<file path="src/rx_cfg_pkg.sv">
// package: register map, field layouts, reset values for rx ring/pause config
package rx_cfg_pkg;
  // register byte addresses
  localparam logic [15:0] PAUSE_HIGH_MARK_ADDR = 16'h2168;
  localparam logic [15:0] SPLIT_SIZES_ADDR     = 16'h2170;
  localparam logic [15:0] RING_BASE_LOW_ADDR   = 16'h2800;
  localparam logic [15:0] RING_BASE_HIGH_ADDR  = 16'h2804;
  localparam logic [15:0] RING_LENGTH_ADDR     = 16'h2808;
  localparam logic [15:0] FLOW_CTRL_ADDR       = 16'h2100;
  localparam logic [15:0] PAUSE_STATUS_ADDR    = 16'h2104;

  // high water level field
  localparam int HWL_LSB = 3;
  localparam int HWL_MSB = 15;

  // split buffer size fields
  localparam int BUF0_LSB = 0;
  localparam int BUF0_MSB = 6;
  localparam int BUF1_LSB = 8;
  localparam int BUF1_MSB = 13;
  localparam int BUF2_LSB = 16;
  localparam int BUF2_MSB = 21;
  localparam int BUF3_LSB = 24;
  localparam int BUF3_MSB = 29;
  localparam logic [6:0] BUF0_RESET = 7'h02;
  localparam logic [5:0] BUF1_RESET = 6'h04;
  localparam logic [5:0] BUF2_RESET = 6'h04;
  localparam logic [5:0] BUF3_RESET = 6'h00;
  localparam int BUF0_UNIT_SHIFT = 7;
  localparam int BUFN_UNIT_SHIFT = 10;

  // ring base and length fields
  localparam int BASE_LOW_LSB = 4;
  localparam int LEN_LSB      = 7;
  localparam int LEN_MSB      = 19;
  localparam int DESC_SHIFT   = 4;

  // flow control register bits
  localparam int FC_RX_EN_BIT    = 0;
  localparam int FC_TX_EN_BIT    = 1;
  localparam int FC_MANUAL_BIT   = 2;
  localparam int FC_SPLIT_FMT_LSB = 4;
  localparam logic [1:0] FMT_LEGACY = 2'h0;
  localparam logic [1:0] FMT_SPLIT  = 2'h1;

  // legacy buffer size default when split format is off
  localparam logic [15:0] LEGACY_BUF_BYTES = 16'h0800;
endpackage : rx_cfg_pkg

</file>
<file path="src/pause_trigger.sv">
// module: edge-detects fifo level crossing the high mark into a pause pulse
`timescale 1ns/1ps
module pause_trigger
  import rx_cfg_pkg::*;
(
  // clock and reset
  input  wire logic        pclk,
  input  wire logic        presetn,
  // level and threshold
  input  wire logic [15:0] fifo_level,
  input  wire logic [15:0] high_mark,
  input  wire logic        tx_enable,
  // request out
  output logic             pause_pulse,
  output logic             above_reg
);
  logic above_next;

  // at or above the mark; zero mark disables to avoid endless pauses
  assign above_next = (high_mark != 16'h0000) && (fifo_level >= high_mark);

  // track level so one pause per crossing, not one per cycle
  always_ff @(posedge pclk or negedge presetn) begin
    if (!presetn) begin
      above_reg <= 1'b0;
    end else begin
      above_reg <= above_next;
    end
  end

  always_ff @(posedge pclk or negedge presetn) begin
    if (!presetn) begin
      pause_pulse <= 1'b0;
    end else begin
      pause_pulse <= above_next && !above_reg && tx_enable;
    end
  end

  // judged from the raw inputs, not from the shared compare above
  pulse_on_cross_a: assert property (@(posedge pclk)
    disable iff (!presetn)
    (high_mark != 16'h0000 && fifo_level >= high_mark && !above_reg
      && tx_enable) |=> pause_pulse)
    else $error("pause missed on threshold crossing");
  no_pause_off_a: assert property (@(posedge pclk)
    disable iff (!presetn)
    !$past(tx_enable) |-> !pause_pulse)
    else $error("pause sent while disabled");
endmodule : pause_trigger

</file>
<file path="src/rx_ring_and_pause_config.sv">
// module: apb register file for rx ring, split buffers and pause threshold
//
// Added by the designer: the APB interface to the registers.
`timescale 1ns/1ps
module rx_ring_and_pause_config
  import rx_cfg_pkg::*;
(
  // clock and reset
  input  wire logic        pclk,
  input  wire logic        presetn,
  // apb slave
  input  wire logic        psel,
  input  wire logic        penable,
  input  wire logic        pwrite,
  input  wire logic [15:0] paddr,
  input  wire logic [31:0] pwdata,
  output logic      [31:0] prdata,
  output logic             pready,
  output logic             pslverr,
  // receive path status
  input  wire logic [15:0] fifo_level,
  input  wire logic        neg_rx_pause,
  input  wire logic        neg_tx_pause,
  // flow control outputs
  output logic             pause_request,
  output logic             rx_pause_active,
  // dma configuration outputs
  output logic      [63:0] ring_base,
  output logic      [19:0] ring_bytes,
  output logic      [15:0] ring_descriptors,
  output logic      [15:0] buf0_bytes,
  output logic      [15:0] buf1_bytes,
  output logic      [15:0] buf2_bytes,
  output logic      [15:0] buf3_bytes
);

  logic [12:0] high_water_level_reg;
  logic [6:0]  first_buffer_size_reg;
  logic [5:0]  second_buffer_size_reg;
  logic [5:0]  third_buffer_size_reg;
  logic [5:0]  fourth_buffer_size_reg;
  logic [27:0] rx_ring_base_low_reg;
  logic [31:0] rx_ring_base_high_reg;
  logic [12:0] ring_length_field_reg;
  logic        receive_pause_enable_reg;
  logic        transmit_pause_enable_reg;
  logic        manual_flow_reg;
  logic [1:0]  descriptor_format_select_reg;
  logic [15:0] pause_count_reg;
  logic        wr_en;
  logic        rd_en;
  logic        addr_hit;
  logic        tx_enable;
  logic        pause_pulse;
  logic        above_mark;
  logic [15:0] high_mark_bytes;
  logic [31:0] rdata_next;

  // single-cycle access: ready during every access phase
  assign pready  = 1'b1;
  assign wr_en   = psel && penable && pwrite;
  assign rd_en   = psel && !penable && !pwrite;

  // decode used by the error flag only; the read mux decodes paddr itself
  always_comb begin
    case (paddr)
      PAUSE_HIGH_MARK_ADDR, SPLIT_SIZES_ADDR, RING_BASE_LOW_ADDR,
      RING_BASE_HIGH_ADDR, RING_LENGTH_ADDR, FLOW_CTRL_ADDR,
      PAUSE_STATUS_ADDR: addr_hit = 1'b1;
      default:           addr_hit = 1'b0;
    endcase
  end

  // unmapped addresses answer with an error, reads as zero
  assign pslverr = psel && penable && !addr_hit;

  // pause threshold: only bits 15:3 are stored
  always_ff @(posedge pclk or negedge presetn) begin
    if (!presetn) begin
      high_water_level_reg <= 13'h0000;
    end else if (wr_en && paddr == PAUSE_HIGH_MARK_ADDR) begin
      high_water_level_reg <= pwdata[HWL_MSB:HWL_LSB];
    end
  end

  // split sizes; zero in a lower buffer is not forced upward in hardware
  always_ff @(posedge pclk or negedge presetn) begin
    if (!presetn) begin
      first_buffer_size_reg  <= BUF0_RESET;
      second_buffer_size_reg <= BUF1_RESET;
      third_buffer_size_reg  <= BUF2_RESET;
      fourth_buffer_size_reg <= BUF3_RESET;
    end else if (wr_en && paddr == SPLIT_SIZES_ADDR) begin
      first_buffer_size_reg  <= pwdata[BUF0_MSB:BUF0_LSB];
      second_buffer_size_reg <= pwdata[BUF1_MSB:BUF1_LSB];
      third_buffer_size_reg  <= pwdata[BUF2_MSB:BUF2_LSB];
      fourth_buffer_size_reg <= pwdata[BUF3_MSB:BUF3_LSB];
    end
  end

  // ring base: low nibble never stored, so alignment is guaranteed
  always_ff @(posedge pclk or negedge presetn) begin
    if (!presetn) begin
      rx_ring_base_low_reg  <= 28'h0000000;
      rx_ring_base_high_reg <= 32'h00000000;
    end else if (wr_en) begin
      if (paddr == RING_BASE_LOW_ADDR) begin
        rx_ring_base_low_reg <= pwdata[31:BASE_LOW_LSB];
      end
      if (paddr == RING_BASE_HIGH_ADDR) begin
        rx_ring_base_high_reg <= pwdata;
      end
    end
  end

  // ring length in 128-byte units
  always_ff @(posedge pclk or negedge presetn) begin
    if (!presetn) begin
      ring_length_field_reg <= 13'h0000;
    end else if (wr_en && paddr == RING_LENGTH_ADDR) begin
      ring_length_field_reg <= pwdata[LEN_MSB:LEN_LSB];
    end
  end

  // flow control configuration
  always_ff @(posedge pclk or negedge presetn) begin
    if (!presetn) begin
      receive_pause_enable_reg     <= 1'b0;
      transmit_pause_enable_reg    <= 1'b0;
      manual_flow_reg              <= 1'b0;
      descriptor_format_select_reg <= FMT_LEGACY;
    end else if (wr_en && paddr == FLOW_CTRL_ADDR) begin
      receive_pause_enable_reg     <= pwdata[FC_RX_EN_BIT];
      transmit_pause_enable_reg    <= pwdata[FC_TX_EN_BIT];
      manual_flow_reg              <= pwdata[FC_MANUAL_BIT];
      descriptor_format_select_reg <=
        pwdata[FC_SPLIT_FMT_LSB+1:FC_SPLIT_FMT_LSB];
    end
  end

  // manual configuration overrides the negotiated result
  assign tx_enable = manual_flow_reg ? transmit_pause_enable_reg
                                     : neg_tx_pause;
  assign rx_pause_active = manual_flow_reg ? receive_pause_enable_reg
                                           : neg_rx_pause;

  assign high_mark_bytes = {high_water_level_reg, 3'h0};

  // crossing detector lives apart so it can be reused for other marks
  pause_trigger i_pause_trigger (
    .pclk        (pclk),
    .presetn     (presetn),
    .fifo_level  (fifo_level),
    .high_mark   (high_mark_bytes),
    .tx_enable   (tx_enable),
    .pause_pulse (pause_pulse),
    .above_reg   (above_mark)
  );

  assign pause_request = pause_pulse;

  // count sent pauses; saturates rather than wrapping
  always_ff @(posedge pclk or negedge presetn) begin
    if (!presetn) begin
      pause_count_reg <= 16'h0000;
    end else if (pause_pulse && pause_count_reg != 16'hFFFF) begin
      pause_count_reg <= pause_count_reg + 16'h0001;
    end
  end

  // read mux; reserved bits always zero
  always_comb begin
    rdata_next = 32'h00000000;
    case (paddr)
      PAUSE_HIGH_MARK_ADDR: rdata_next = {16'h0000, high_mark_bytes};
      SPLIT_SIZES_ADDR: rdata_next = {2'h0, fourth_buffer_size_reg,
        2'h0, third_buffer_size_reg, 2'h0, second_buffer_size_reg,
        1'b0, first_buffer_size_reg};
      RING_BASE_LOW_ADDR: rdata_next = {rx_ring_base_low_reg, 4'h0};
      RING_BASE_HIGH_ADDR: rdata_next = rx_ring_base_high_reg;
      RING_LENGTH_ADDR: rdata_next = {12'h000, ring_length_field_reg,
        7'h00};
      FLOW_CTRL_ADDR: rdata_next = {26'h0000000,
        descriptor_format_select_reg, 1'b0, manual_flow_reg,
        transmit_pause_enable_reg, receive_pause_enable_reg};
      PAUSE_STATUS_ADDR: rdata_next = {15'h0000, above_mark,
        pause_count_reg};
      default: rdata_next = 32'h00000000;
    endcase
  end

  // read data captured in setup, stable through the access phase
  always_ff @(posedge pclk or negedge presetn) begin
    if (!presetn) begin
      prdata <= 32'h00000000;
    end else if (rd_en) begin
      prdata <= rdata_next;
    end
  end

  // dma-facing view of the configuration, registered
  always_ff @(posedge pclk or negedge presetn) begin
    if (!presetn) begin
      ring_base        <= 64'h0000000000000000;
      ring_bytes       <= 20'h00000;
      ring_descriptors <= 16'h0000;
    end else begin
      ring_base  <= {rx_ring_base_high_reg, rx_ring_base_low_reg,
                     4'h0};
      ring_bytes <= {ring_length_field_reg, 7'h00};
      // 128 bytes per unit over 16-byte descriptors: eight each
      ring_descriptors <= {ring_length_field_reg, 3'h0};
    end
  end

  // buffer sizes in bytes; split sizes only in split format
  always_ff @(posedge pclk or negedge presetn) begin
    if (!presetn) begin
      buf0_bytes <= LEGACY_BUF_BYTES;
      buf1_bytes <= 16'h0000;
      buf2_bytes <= 16'h0000;
      buf3_bytes <= 16'h0000;
    end else if (descriptor_format_select_reg == FMT_SPLIT) begin
      buf0_bytes <= {2'h0, first_buffer_size_reg, 7'h00};
      buf1_bytes <= {second_buffer_size_reg, 10'h000};
      buf2_bytes <= {third_buffer_size_reg, 10'h000};
      buf3_bytes <= {fourth_buffer_size_reg, 10'h000};
    end else begin
      buf0_bytes <= LEGACY_BUF_BYTES;
      buf1_bytes <= 16'h0000;
      buf2_bytes <= 16'h0000;
      buf3_bytes <= 16'h0000;
    end
  end

  // register bus: reserved and ignored bits read as zero
  mark_low_zero_a: assert property (@(posedge pclk)
    disable iff (!presetn)
    (rd_en && paddr == PAUSE_HIGH_MARK_ADDR) |=> prdata[2:0] == 3'h0
      && prdata[31:16] == 16'h0000)
    else $error("high mark reserved bits not zero");
  split_rsvd_a: assert property (@(posedge pclk)
    disable iff (!presetn)
    (rd_en && paddr == SPLIT_SIZES_ADDR) |=> prdata[7] == 1'b0
      && prdata[15:14] == 2'h0 && prdata[23:22] == 2'h0
      && prdata[31:30] == 2'h0)
    else $error("split reserved bits not zero");
  base_low_zero_a: assert property (@(posedge pclk)
    disable iff (!presetn)
    (rd_en && paddr == RING_BASE_LOW_ADDR) |=> prdata[3:0] == 4'h0)
    else $error("base low nibble not zero");
  len_rsvd_a: assert property (@(posedge pclk)
    disable iff (!presetn)
    (rd_en && paddr == RING_LENGTH_ADDR) |=> prdata[6:0] == 7'h00
      && prdata[31:20] == 12'h000)
    else $error("ring length reserved bits not zero");
  // register bus: a write lands in its own field only
  mark_write_a: assert property (@(posedge pclk)
    disable iff (!presetn)
    (wr_en && paddr == PAUSE_HIGH_MARK_ADDR) |=>
      high_mark_bytes[HWL_MSB:HWL_LSB] == $past(pwdata[HWL_MSB:HWL_LSB]))
    else $error("high mark not stored");
  buf0_write_a: assert property (@(posedge pclk)
    disable iff (!presetn)
    (wr_en && paddr == SPLIT_SIZES_ADDR) |=>
      first_buffer_size_reg == $past(pwdata[BUF0_MSB:BUF0_LSB]))
    else $error("buffer 0 size not stored");
  bufn_write_a: assert property (@(posedge pclk)
    disable iff (!presetn)
    (wr_en && paddr == SPLIT_SIZES_ADDR) |=>
      fourth_buffer_size_reg == $past(pwdata[BUF3_MSB:BUF3_LSB]))
    else $error("buffer 3 size not stored");
  base_low_write_a: assert property (@(posedge pclk)
    disable iff (!presetn)
    (wr_en && paddr == RING_BASE_LOW_ADDR) |=>
      rx_ring_base_low_reg == $past(pwdata[31:BASE_LOW_LSB]))
    else $error("ring base low not stored");
  base_high_write_a: assert property (@(posedge pclk)
    disable iff (!presetn)
    (wr_en && paddr == RING_BASE_HIGH_ADDR) |=>
      rx_ring_base_high_reg == $past(pwdata))
    else $error("ring base high not stored");
  len_write_a: assert property (@(posedge pclk)
    disable iff (!presetn)
    (wr_en && paddr == RING_LENGTH_ADDR) |=>
      ring_length_field_reg == $past(pwdata[LEN_MSB:LEN_LSB]))
    else $error("ring length not stored");
  // flow control: manual enables win, pause request lasts one cycle
  manual_tx_sel_a: assert property (@(posedge pclk)
    disable iff (!presetn)
    (manual_flow_reg && !transmit_pause_enable_reg) |=> !pause_request)
    else $error("manual pause enable ignored");
  manual_rx_sel_a: assert property (@(posedge pclk)
    disable iff (!presetn)
    (manual_flow_reg && !receive_pause_enable_reg) |-> !rx_pause_active)
    else $error("manual receive pause enable ignored");
  pause_single_a: assert property (@(posedge pclk)
    disable iff (!presetn)
    pause_request |=> !pause_request)
    else $error("pause request longer than one cycle");
  // dma view: registered copies one cycle behind the registers
  base_out_a: assert property (@(posedge pclk)
    disable iff (!presetn)
    ##1 ring_base[63:32] == $past(rx_ring_base_high_reg))
    else $error("ring base high not propagated");
  desc_mult_a: assert property (@(posedge pclk)
    disable iff (!presetn)
    ring_descriptors == ring_bytes[19:4] && ring_descriptors[2:0] == 3'h0)
    else $error("descriptor count not multiple of eight");
  legacy_size_a: assert property (@(posedge pclk)
    disable iff (!presetn)
    $past(descriptor_format_select_reg) != FMT_SPLIT
      |-> buf0_bytes == LEGACY_BUF_BYTES)
    else $error("split sizes used in legacy format");

  // main scenarios worth seeing in a run
  pause_sent_c: cover property (@(posedge pclk) disable iff (!presetn)
    pause_request);
  split_used_c: cover property (@(posedge pclk) disable iff (!presetn)
    descriptor_format_select_reg == FMT_SPLIT ##1 buf1_bytes != 16'h0000);
  bad_addr_c: cover property (@(posedge pclk) disable iff (!presetn)
    pslverr);
  ring_set_c: cover property (@(posedge pclk) disable iff (!presetn)
    ring_descriptors != 16'h0000);
  tx_blocked_c: cover property (@(posedge pclk) disable iff (!presetn)
    above_mark && !tx_enable);
endmodule : rx_ring_and_pause_config

</file>
<file path="config.mk">
export PLATFORM = sky130hd
export DESIGN_NAME = rx_ring_and_pause_config
export DESIGN_NICKNAME = d
export VERILOG_FILES = /design/src/rx_cfg_pkg.sv /design/src/pause_trigger.sv /design/src/rx_ring_and_pause_config.sv
export SDC_FILE = /design/constraint.sdc
export NUM_CORES = 1
export LEC_CHECK = 0
export BUFFER_PORTS_ARGS = -buffer_cell sky130_fd_sc_hd__buf_4
export CAP_MARGIN = 20
export CELL_PAD_IN_SITES_DETAIL_PLACEMENT = 1
export CELL_PAD_IN_SITES_GLOBAL_PLACEMENT = 2
export CORE_MARGIN = 8
export CORE_UTILIZATION = 32
export DETAILED_ROUTE_END_ITERATION = 12
export PLACE_DENSITY = 0.76
export SLEW_MARGIN = 25
export SYNTH_ARGS = -nofsm -noshare
export SYNTH_HDL_FRONTEND = slang
export SYNTH_HIERARCHICAL = 1
export SYNTH_SLANG_ARGS = --single-unit
</file>
<file path="constraint.sdc">
create_clock -name pclk -period 1.8 [get_ports pclk]
set_input_delay 0 -clock pclk [delete_from_list [all_inputs] [get_ports pclk]]
set_output_delay 0 -clock pclk [all_outputs]
set_load 0.02 [all_outputs]
</file>
==> out/results.txt, run 1 <==
Status -> finished, final reports clean
Fin crit period -> 1.72 ns
DIE WIDTH -> 202 um
Clock power share -> 44.8%
Drt first-iter violations -> 314
Synth Flop Type -> dfrtp_1
Power consumption -> 13400 uW
Post-Route WL -> 34.5 mm
Vias/cell -> 4.65
Root Driver -> clkbuf_16
Gr busiest metal -> met2
Max-cap viol count -> 0
PortBufs -> 216
Synth cell types -> 58
CP Class -> input port to output port
Mapped Cells -> 840
Worst EP required -> 1.80 ns
Max Transition Viols Final -> 0
IO Count -> 271
Die area -> 40700 um2
DRC errors left -> 0
Part of the power in registers -> 46.0%
CP Launch Type -> input port
Pre-antenna DRT Iters -> 5
Period utilisation layout -> 95.7%
GR Util met1 -> 21.9%
# Post-CTS Setup Buffers -> 0
Hold Worst Slack -> 0.0181 ns
TritonCTS buffer count -> 28
NetSw -> 3170 uW
Worst-path clk slew -> 0.06 ns
Critical path fanouts, max -> 2
Longest Clk Path Bufs -> 3
RSZ-0062 raised after global routing -> false
Share of flip-flops with an asynchronous set or reset -> 100%
Vias -> 7722
Pleak -> 0.00778 uW
Overflow after GRT -> 0
Worst-skew pair later-pin latency -> 0.54 ns
M2 GR Usage -> 28.2%
Int Power -> 10200 uW
Clock Sinks -> 264
Ratio of cells with drive above 1 in the final layout -> 43.7%
Drt wl/cell -> 20.7 um
Worst-Margin Slew -> 0.861 ns
Avg Cell Area, Syn -> 13.2 um2
Worst vdd ir -> 540 uV
First-pass GRT wire length -> 54.4 mm
Sw Ratio -> 23.7%
Critical path capture point type -> output port
Most common cell after layout, fill and taps aside -> buf_4
Met3 Resource Use GR -> 3.60%
Most frequent cells in the layout -> buf_4 (305), dfrtp_1 (260), mux2_2 (112)
Final setup violation count -> 0
Clock Skew -> 0.0209 ns
Yosys reg bits -> 264
Worst slack, placed -> -0.455 ns
Vias in the first global route -> 8837
Sequential area share after synthesis -> 59.8%
P&R area growth vs syn -> 37.9%
Max Fclk -> 581 MHz
PnR worst setup slack -> 0.0783 ns
Initial antenna violation count -> 1
# fillers -> 3593
Die height -> 202 um
Worst-case reg-to-reg path depth -> 7
Placed cell count -> 1574
Total Routing Usage GR -> 16.8%
GPL Wtd Cong -> 0.854
Post-detail-place hpwl -> 26.2 mm
Core ar. -> 34300 um2
Max transition margin -> 42.5%
Power Dens Cells -> 878 nW/um2
Largest net degree at the start of global routing -> 71
Post-Syn Area -> 11100 um2
CTS tree -> done
Floorplan row count -> 68
Flip-flop count of the largest register after layout -> 60
TNS Setup -> 0 ns
Combinational Power Share -> 9.2%
Starting Density -> 32.2%
H-tree Lvls -> 1
Ys Warns -> 6
Fin. Hold Viols -> 0
Critical path arrival -> 1.72 ns
Layout Nets -> 1272
Number of flops mapped to enable cells by yosys -> 0
Fin cells -> 1662
Hold Path Class -> input port to async pin
Remaining antenna violation count -> 0
## worst paths after layout
kind,to,from,slack (ns)
worst max register to register,i_pause_trigger/pause_pulse,high_water_level_reg[11],0.09
min in group pclk,i_pause_trigger/above_reg,fifo_level[7],0.06
worst min-delay path,ring_descriptors[13],presetn,0.02
max in group asynchronous,first_buffer_size_reg[1],presetn,1.05
worst max-delay path,pslverr,paddr[10],0.08
worst min register to register,ring_base[38],rx_ring_base_high_reg[6],0.39
## logic make-up (layout without fill, tap and decap cells)
kind of cell    Yosys count  in the layout  share of synthesized area (%)
fa+ha+maj                17             17                           1.92
mux                     147            147                           14.8
buf+inv                 118            426                           6.65
simple gates            175            175                           9.28
flops                   264            264                           59.8
xor+xnor                 14             14                           1.11
other cells               2             61                         0.0680
compound gates          103            103                           6.31
## worst max-delay path: stages
cell and delay [ns]:
buf_4 0.11, buf_4 0.12, nor4_1 0.35, buf_4 0.21, nand3_1 0.07, nor4_1 0.33, buf_4 0.18, and4b_1 0.18
buf_4 0.16
## power groups by stage
stage	registers, uW	clock network [uW]	logic [uW]
2_1_floorplan	6330	0	485
3_3_place_gp	6260	0	1140
3_5_place_dp	6270	0	1160
4_1_cts	6160	6140	1240
5_1_grt	6170	6360	1340
6_report	6160	6000	1230
## through the flow
| stage | util (%) | area (um2) |
|---|---|---|
| floorplan | - | 11400 |
| global placement | 40.5 | 13900 |
| detailed placement | 40.5 | 13900 |
| CTS | 44.3 | 15200 |
| global route | 44.4 | 15200 |
| finish | 44.4 | 15200 |
## area by class of cell
| cell class | count | area [um2] | area share (%) |
|---|---|---|---|
| inverter | 18 | 67.6 | 0.443 |
| tap | 455 | 569 | 3.74 |
| timing repair buffer | 356 | 2960 | 19.4 |
| antenna | 1 | 2.50 | 0.0164 |
| clock inverter | 14 | 175 | 1.15 |
| clock buffer | 38 | 790 | 5.18 |
| sequential | 264 | 6610 | 43.4 |
| multi-input combinational | 516 | 4070 | 26.7 |
## Yosys cell counts (all sizes together) (2+ instances only)
master	count	share of area (%)
a221o	4	0.36
inv	18	0.61
dfrtp	260	59
nand3	13	0.75
o21ai	12	0.54
a22o	2	0.16
a222oi	4	0.36
nor4	13	1.0
nand4	8	0.45
conb	2	0.068
buf	84	5.5
o31ai	4	0.27
mux2	135	14
a221oi	10	0.79
nor3	9	0.51
nor2	40	1.4
nand2	27	0.92
nand2b	4	0.23
and2	27	1.5
a31oi	2	0.11
a21oi	36	1.6
dfstp	4	0.95
mux2i	12	1.1
a211oi	7	0.48
nor2b	4	0.23
nor3b	2	0.14
and4	7	0.55
xor2	2	0.16
or4b	3	0.31
and3b	2	0.16
xnor2	12	0.95
or4	4	0.31
a22oi	12	0.82
clkbuf	16	0.55
and3	7	0.40
ha	17	1.9
a21o	6	0.41
## metal layers
| metal | up-vias | routed length, um |
|---|---|---|
| li1 | 3542 | - |
| met1 | 3927 | 15100 |
| met2 | 214 | 16800 |
| met3 | 39 | 1920 |
| met4 | 0 | 699 |
| met5 | - | 0 |
## what timing repair did
| item | CTS | global route |
|---|---|---|
| pin swaps | 0 | 2 |
| endpoints found under the hold margin | 378 | 0 |
| resized for setup | 1 | 9 |
| hold buffers | 35 | 0 |
| setup endpoints to repair | 1 | 5 |
(Power assumes the default switching activity.)
==> run 2, diff against run 1 <==
CORE_UTILIZATION = 38   (was 32)
PLACE_DENSITY = 0.85   (was 0.76)
clock period = 2 ns   (was 1.8 ns; I/O delays follow)
==> run 2 against run 1 <==
Against the previous run:
- wire length fell by 3.3%
- clock skew is 0.013 ns lower
- largest cell class unchanged
- cell area fell by 3.4%
- total power shrank 11%
==> out/results.txt, run 2 (synthesized netlist as in run 1, its figures left out) <==
DIE WIDTH -> 187 um (-7.6%)
Flop2flop setup slack -> 0.18 ns (+0.09 ns)
Status -> finished, final reports clean
GR Util met1 -> 23.8% (+2.0 points)
Post-detail-place hpwl -> 24.6 mm (-6.0%)
Hold Path Cell Cnt -> 4
Worst slack, placed -> -0.262 ns (+0.193 ns)
H-tree Lvls -> 1 (unchanged)
Fin cells -> 1560 (-6.1%)
PortBufs -> 216 (unchanged)
Placed cell count -> 1471 (-6.5%)
Power Dens Cells -> 805 nW/um2 (-8.4%)
Hold Worst Slack -> 0.0577 ns (+0.0396 ns)
Vias -> 7728 (+0.078%)
Overflow after GRT -> 0 (unchanged)
Post-Route WL -> 33.3 mm (-3.3%)
Critical path arrival -> 1.85 ns (+0.13 ns)
Remaining antenna violation count -> 0 (unchanged)
Part of the power in registers -> 46.9% (+0.9 points)
GPL Wtd Cong -> 0.850 (-0.40%)
Initial antenna violation count -> 1 (unchanged)
Max Transition Viols Final -> 0 (unchanged)
Ratio of cells with drive above 1 in the final layout -> 39.7% (-4.0 points)
Sw Ratio -> 24.0% (+0.32 points)
Layout Nets -> 1242 (-2.4%)
Int Power -> 9000 uW (-12%)
M2 GR Usage -> 32.5% (+4.3 points)
Drt wl/cell -> 21.4 um (+3.0%)
Worst Hold Path EP -> i_pause_trigger/above_reg
CTS tree -> done
Max Fclk -> 539 MHz
Critical path capture point type -> output port
Max-cap viol count -> 0 (unchanged)
Worst-case reg-to-reg path depth -> 5 (-2)
Vias in the first global route -> 8788 (-0.55%)
Hold Path Class -> input port to register
Pre-antenna DRT Iters -> 5 (unchanged)
Flip-flop count of the largest register after layout -> 60 (unchanged)
R2r endpoint -> pause_count_reg[1]
Clock power share -> 44.4% (-0.4 points)
RSZ-0062 raised after global routing -> false
Hold Startpoint -> fifo_level[15]
CP Class -> input port to output port
Drt first-iter violations -> 386 (+23%)
Worst vdd ir -> 521 uV (-3.5%)
Worst-skew pair later-pin latency -> 0.54 ns (about the same)
Die area -> 34800 um2 (-15%)
IO Count -> 271 (unchanged)
P&R area growth vs syn -> 33.2%
Floorplan row count -> 62 (-8.8%)
Layout Utilization -> 51.3% (+6.8 points)
Worst-path clk slew -> 0.06 ns (about the same)
First-pass GRT wire length -> 52.6 mm (-3.3%)
TritonCTS buffer count -> 28 (unchanged)
Longest Clk Path Bufs -> 3 (unchanged)
Worst EP required -> 2.00 ns (+0.20 ns)
CP Launch Type -> input port
Combinational Power Share -> 8.6% (-0.6 points)
Starting Density -> 38.5% (+6.3 points)
Most common cell after layout, fill and taps aside -> buf_4
Met3 Resource Use GR -> 4.10% (+0.50 points)
# Post-CTS Setup Buffers -> 0 (unchanged)
Period utilisation layout -> 92.7%
Root Driver -> clkbuf_16
Vias/cell -> 4.95 (+6.6%)
Die height -> 187 um (-7.6%)
Critical Path Start -> paddr[9]
Critical path fanouts, max -> 5 (+3)
Total Routing Usage GR -> 18.9% (+2.1 points)
Fin. Hold Viols -> 0 (unchanged)
Most frequent cells in the layout -> buf_4 (278), dfrtp_1 (260), mux2_2 (112)
Crit Reg-Reg Startpoint -> pause_count_reg[6]
DRC errors left -> 0 (unchanged)
PnR worst setup slack -> 0.146 ns (+0.0672 ns)
Largest net degree at the start of global routing -> 64 (-9.9%)
Pleak -> 0.00752 uW (-3.3%)
Final setup violation count -> 0 (unchanged)
NetSw -> 2850 uW (-10%)
Clock Skew -> 0.00822 ns (-0.0127 ns)
Clock Sinks -> 264 (unchanged)
Core ar. -> 28700 um2 (-16%)
Gr busiest metal -> met2
Fin crit period -> 1.85 ns
run 2: changes by cell type in the layout (fill, tap and decap cells not counted), sizes merged:
cell / previous run / this run
buf: 321 / 290
bufinv: 4 / 3
clkbuf: 38 / 34
clkinv: 8 / 9
clkinvlp: 2 / 4
dlygate4sd3: 35 / 36
inv: 18 / 19
run 2: worst max-delay path by stage:
stage | end | slack [ns] | cells past startpoint
floorplan | first_buffer_size_reg[0] | -0.07 | 6
global placement | first_buffer_size_reg[0] | -0.18 | 6
detailed placement | high_water_level_reg[3] | -0.26 | 8
CTS | pslverr | 0.03 | 8
global route | i_pause_trigger/pause_pulse | 0.005 | 7
finish | pslverr | 0.15 | 8
run 2: what timing repair did:
| item | in CTS | in global routing |
|---|---|---|
| hold buffers | 37 | 0 |
| resized for setup | 0 | 1 |
| setup endpoints to repair | 0 | 1 |
| hold endpoints to repair | 379 | 0 |
run 2: cell type report:
cell class / count / area (um2)
sequential: 264 / 6610
tap: 384 / 480
clock buffer: 34 / 774
fill: 3024 / 14000
inverter: 18 / 67.6
multi-input combinational: 516 / 3930
clock inverter: 17 / 174
timing repair buffer: 326 / 2680
antenna: 1 / 2.50
run 2: worst max-delay path: stages:
cell     delay [ns]
buf_4          0.12
or4_4          0.58
buf_4          0.17
nor4_1         0.28
buf_4          0.19
o21ai_0        0.10
and4b_1        0.25
buf_4          0.17
run 2: power by group through the flow:
| stage | Combinational, uW | Sequential (uW) | Clock (uW) |
|---|---|---|---|
| 6_report | 1020 | 5560 | 5260 |
| 5_1_grt | 1120 | 5580 | 5610 |
| 4_1_cts | 1030 | 5560 | 5400 |
| 3_5_place_dp | 961 | 5660 | 0 |
| 3_3_place_gp | 934 | 5650 | 0 |
| 2_1_floorplan | 433 | 5700 | 0 |
run 2: per-stage QoR:
step / power [uW] / instance area (um2) / TNS, ns
after floorplan: 6130 / 11300 / -1.71
after global placement: 6580 / 13400 / -8.42
after detailed placement: 6620 / 13400 / -12.87
after CTS: 12000 / 14700 / 0
after global routing: 12300 / 14700 / 0
final: 11800 / 14700 / 0
run 2: metal layers:
metal	vias up	share of wire, %
li1	3493	-
met3	48	5.6
met2	244	49
met4	0	2.1
met1	3943	43
met5	-	0
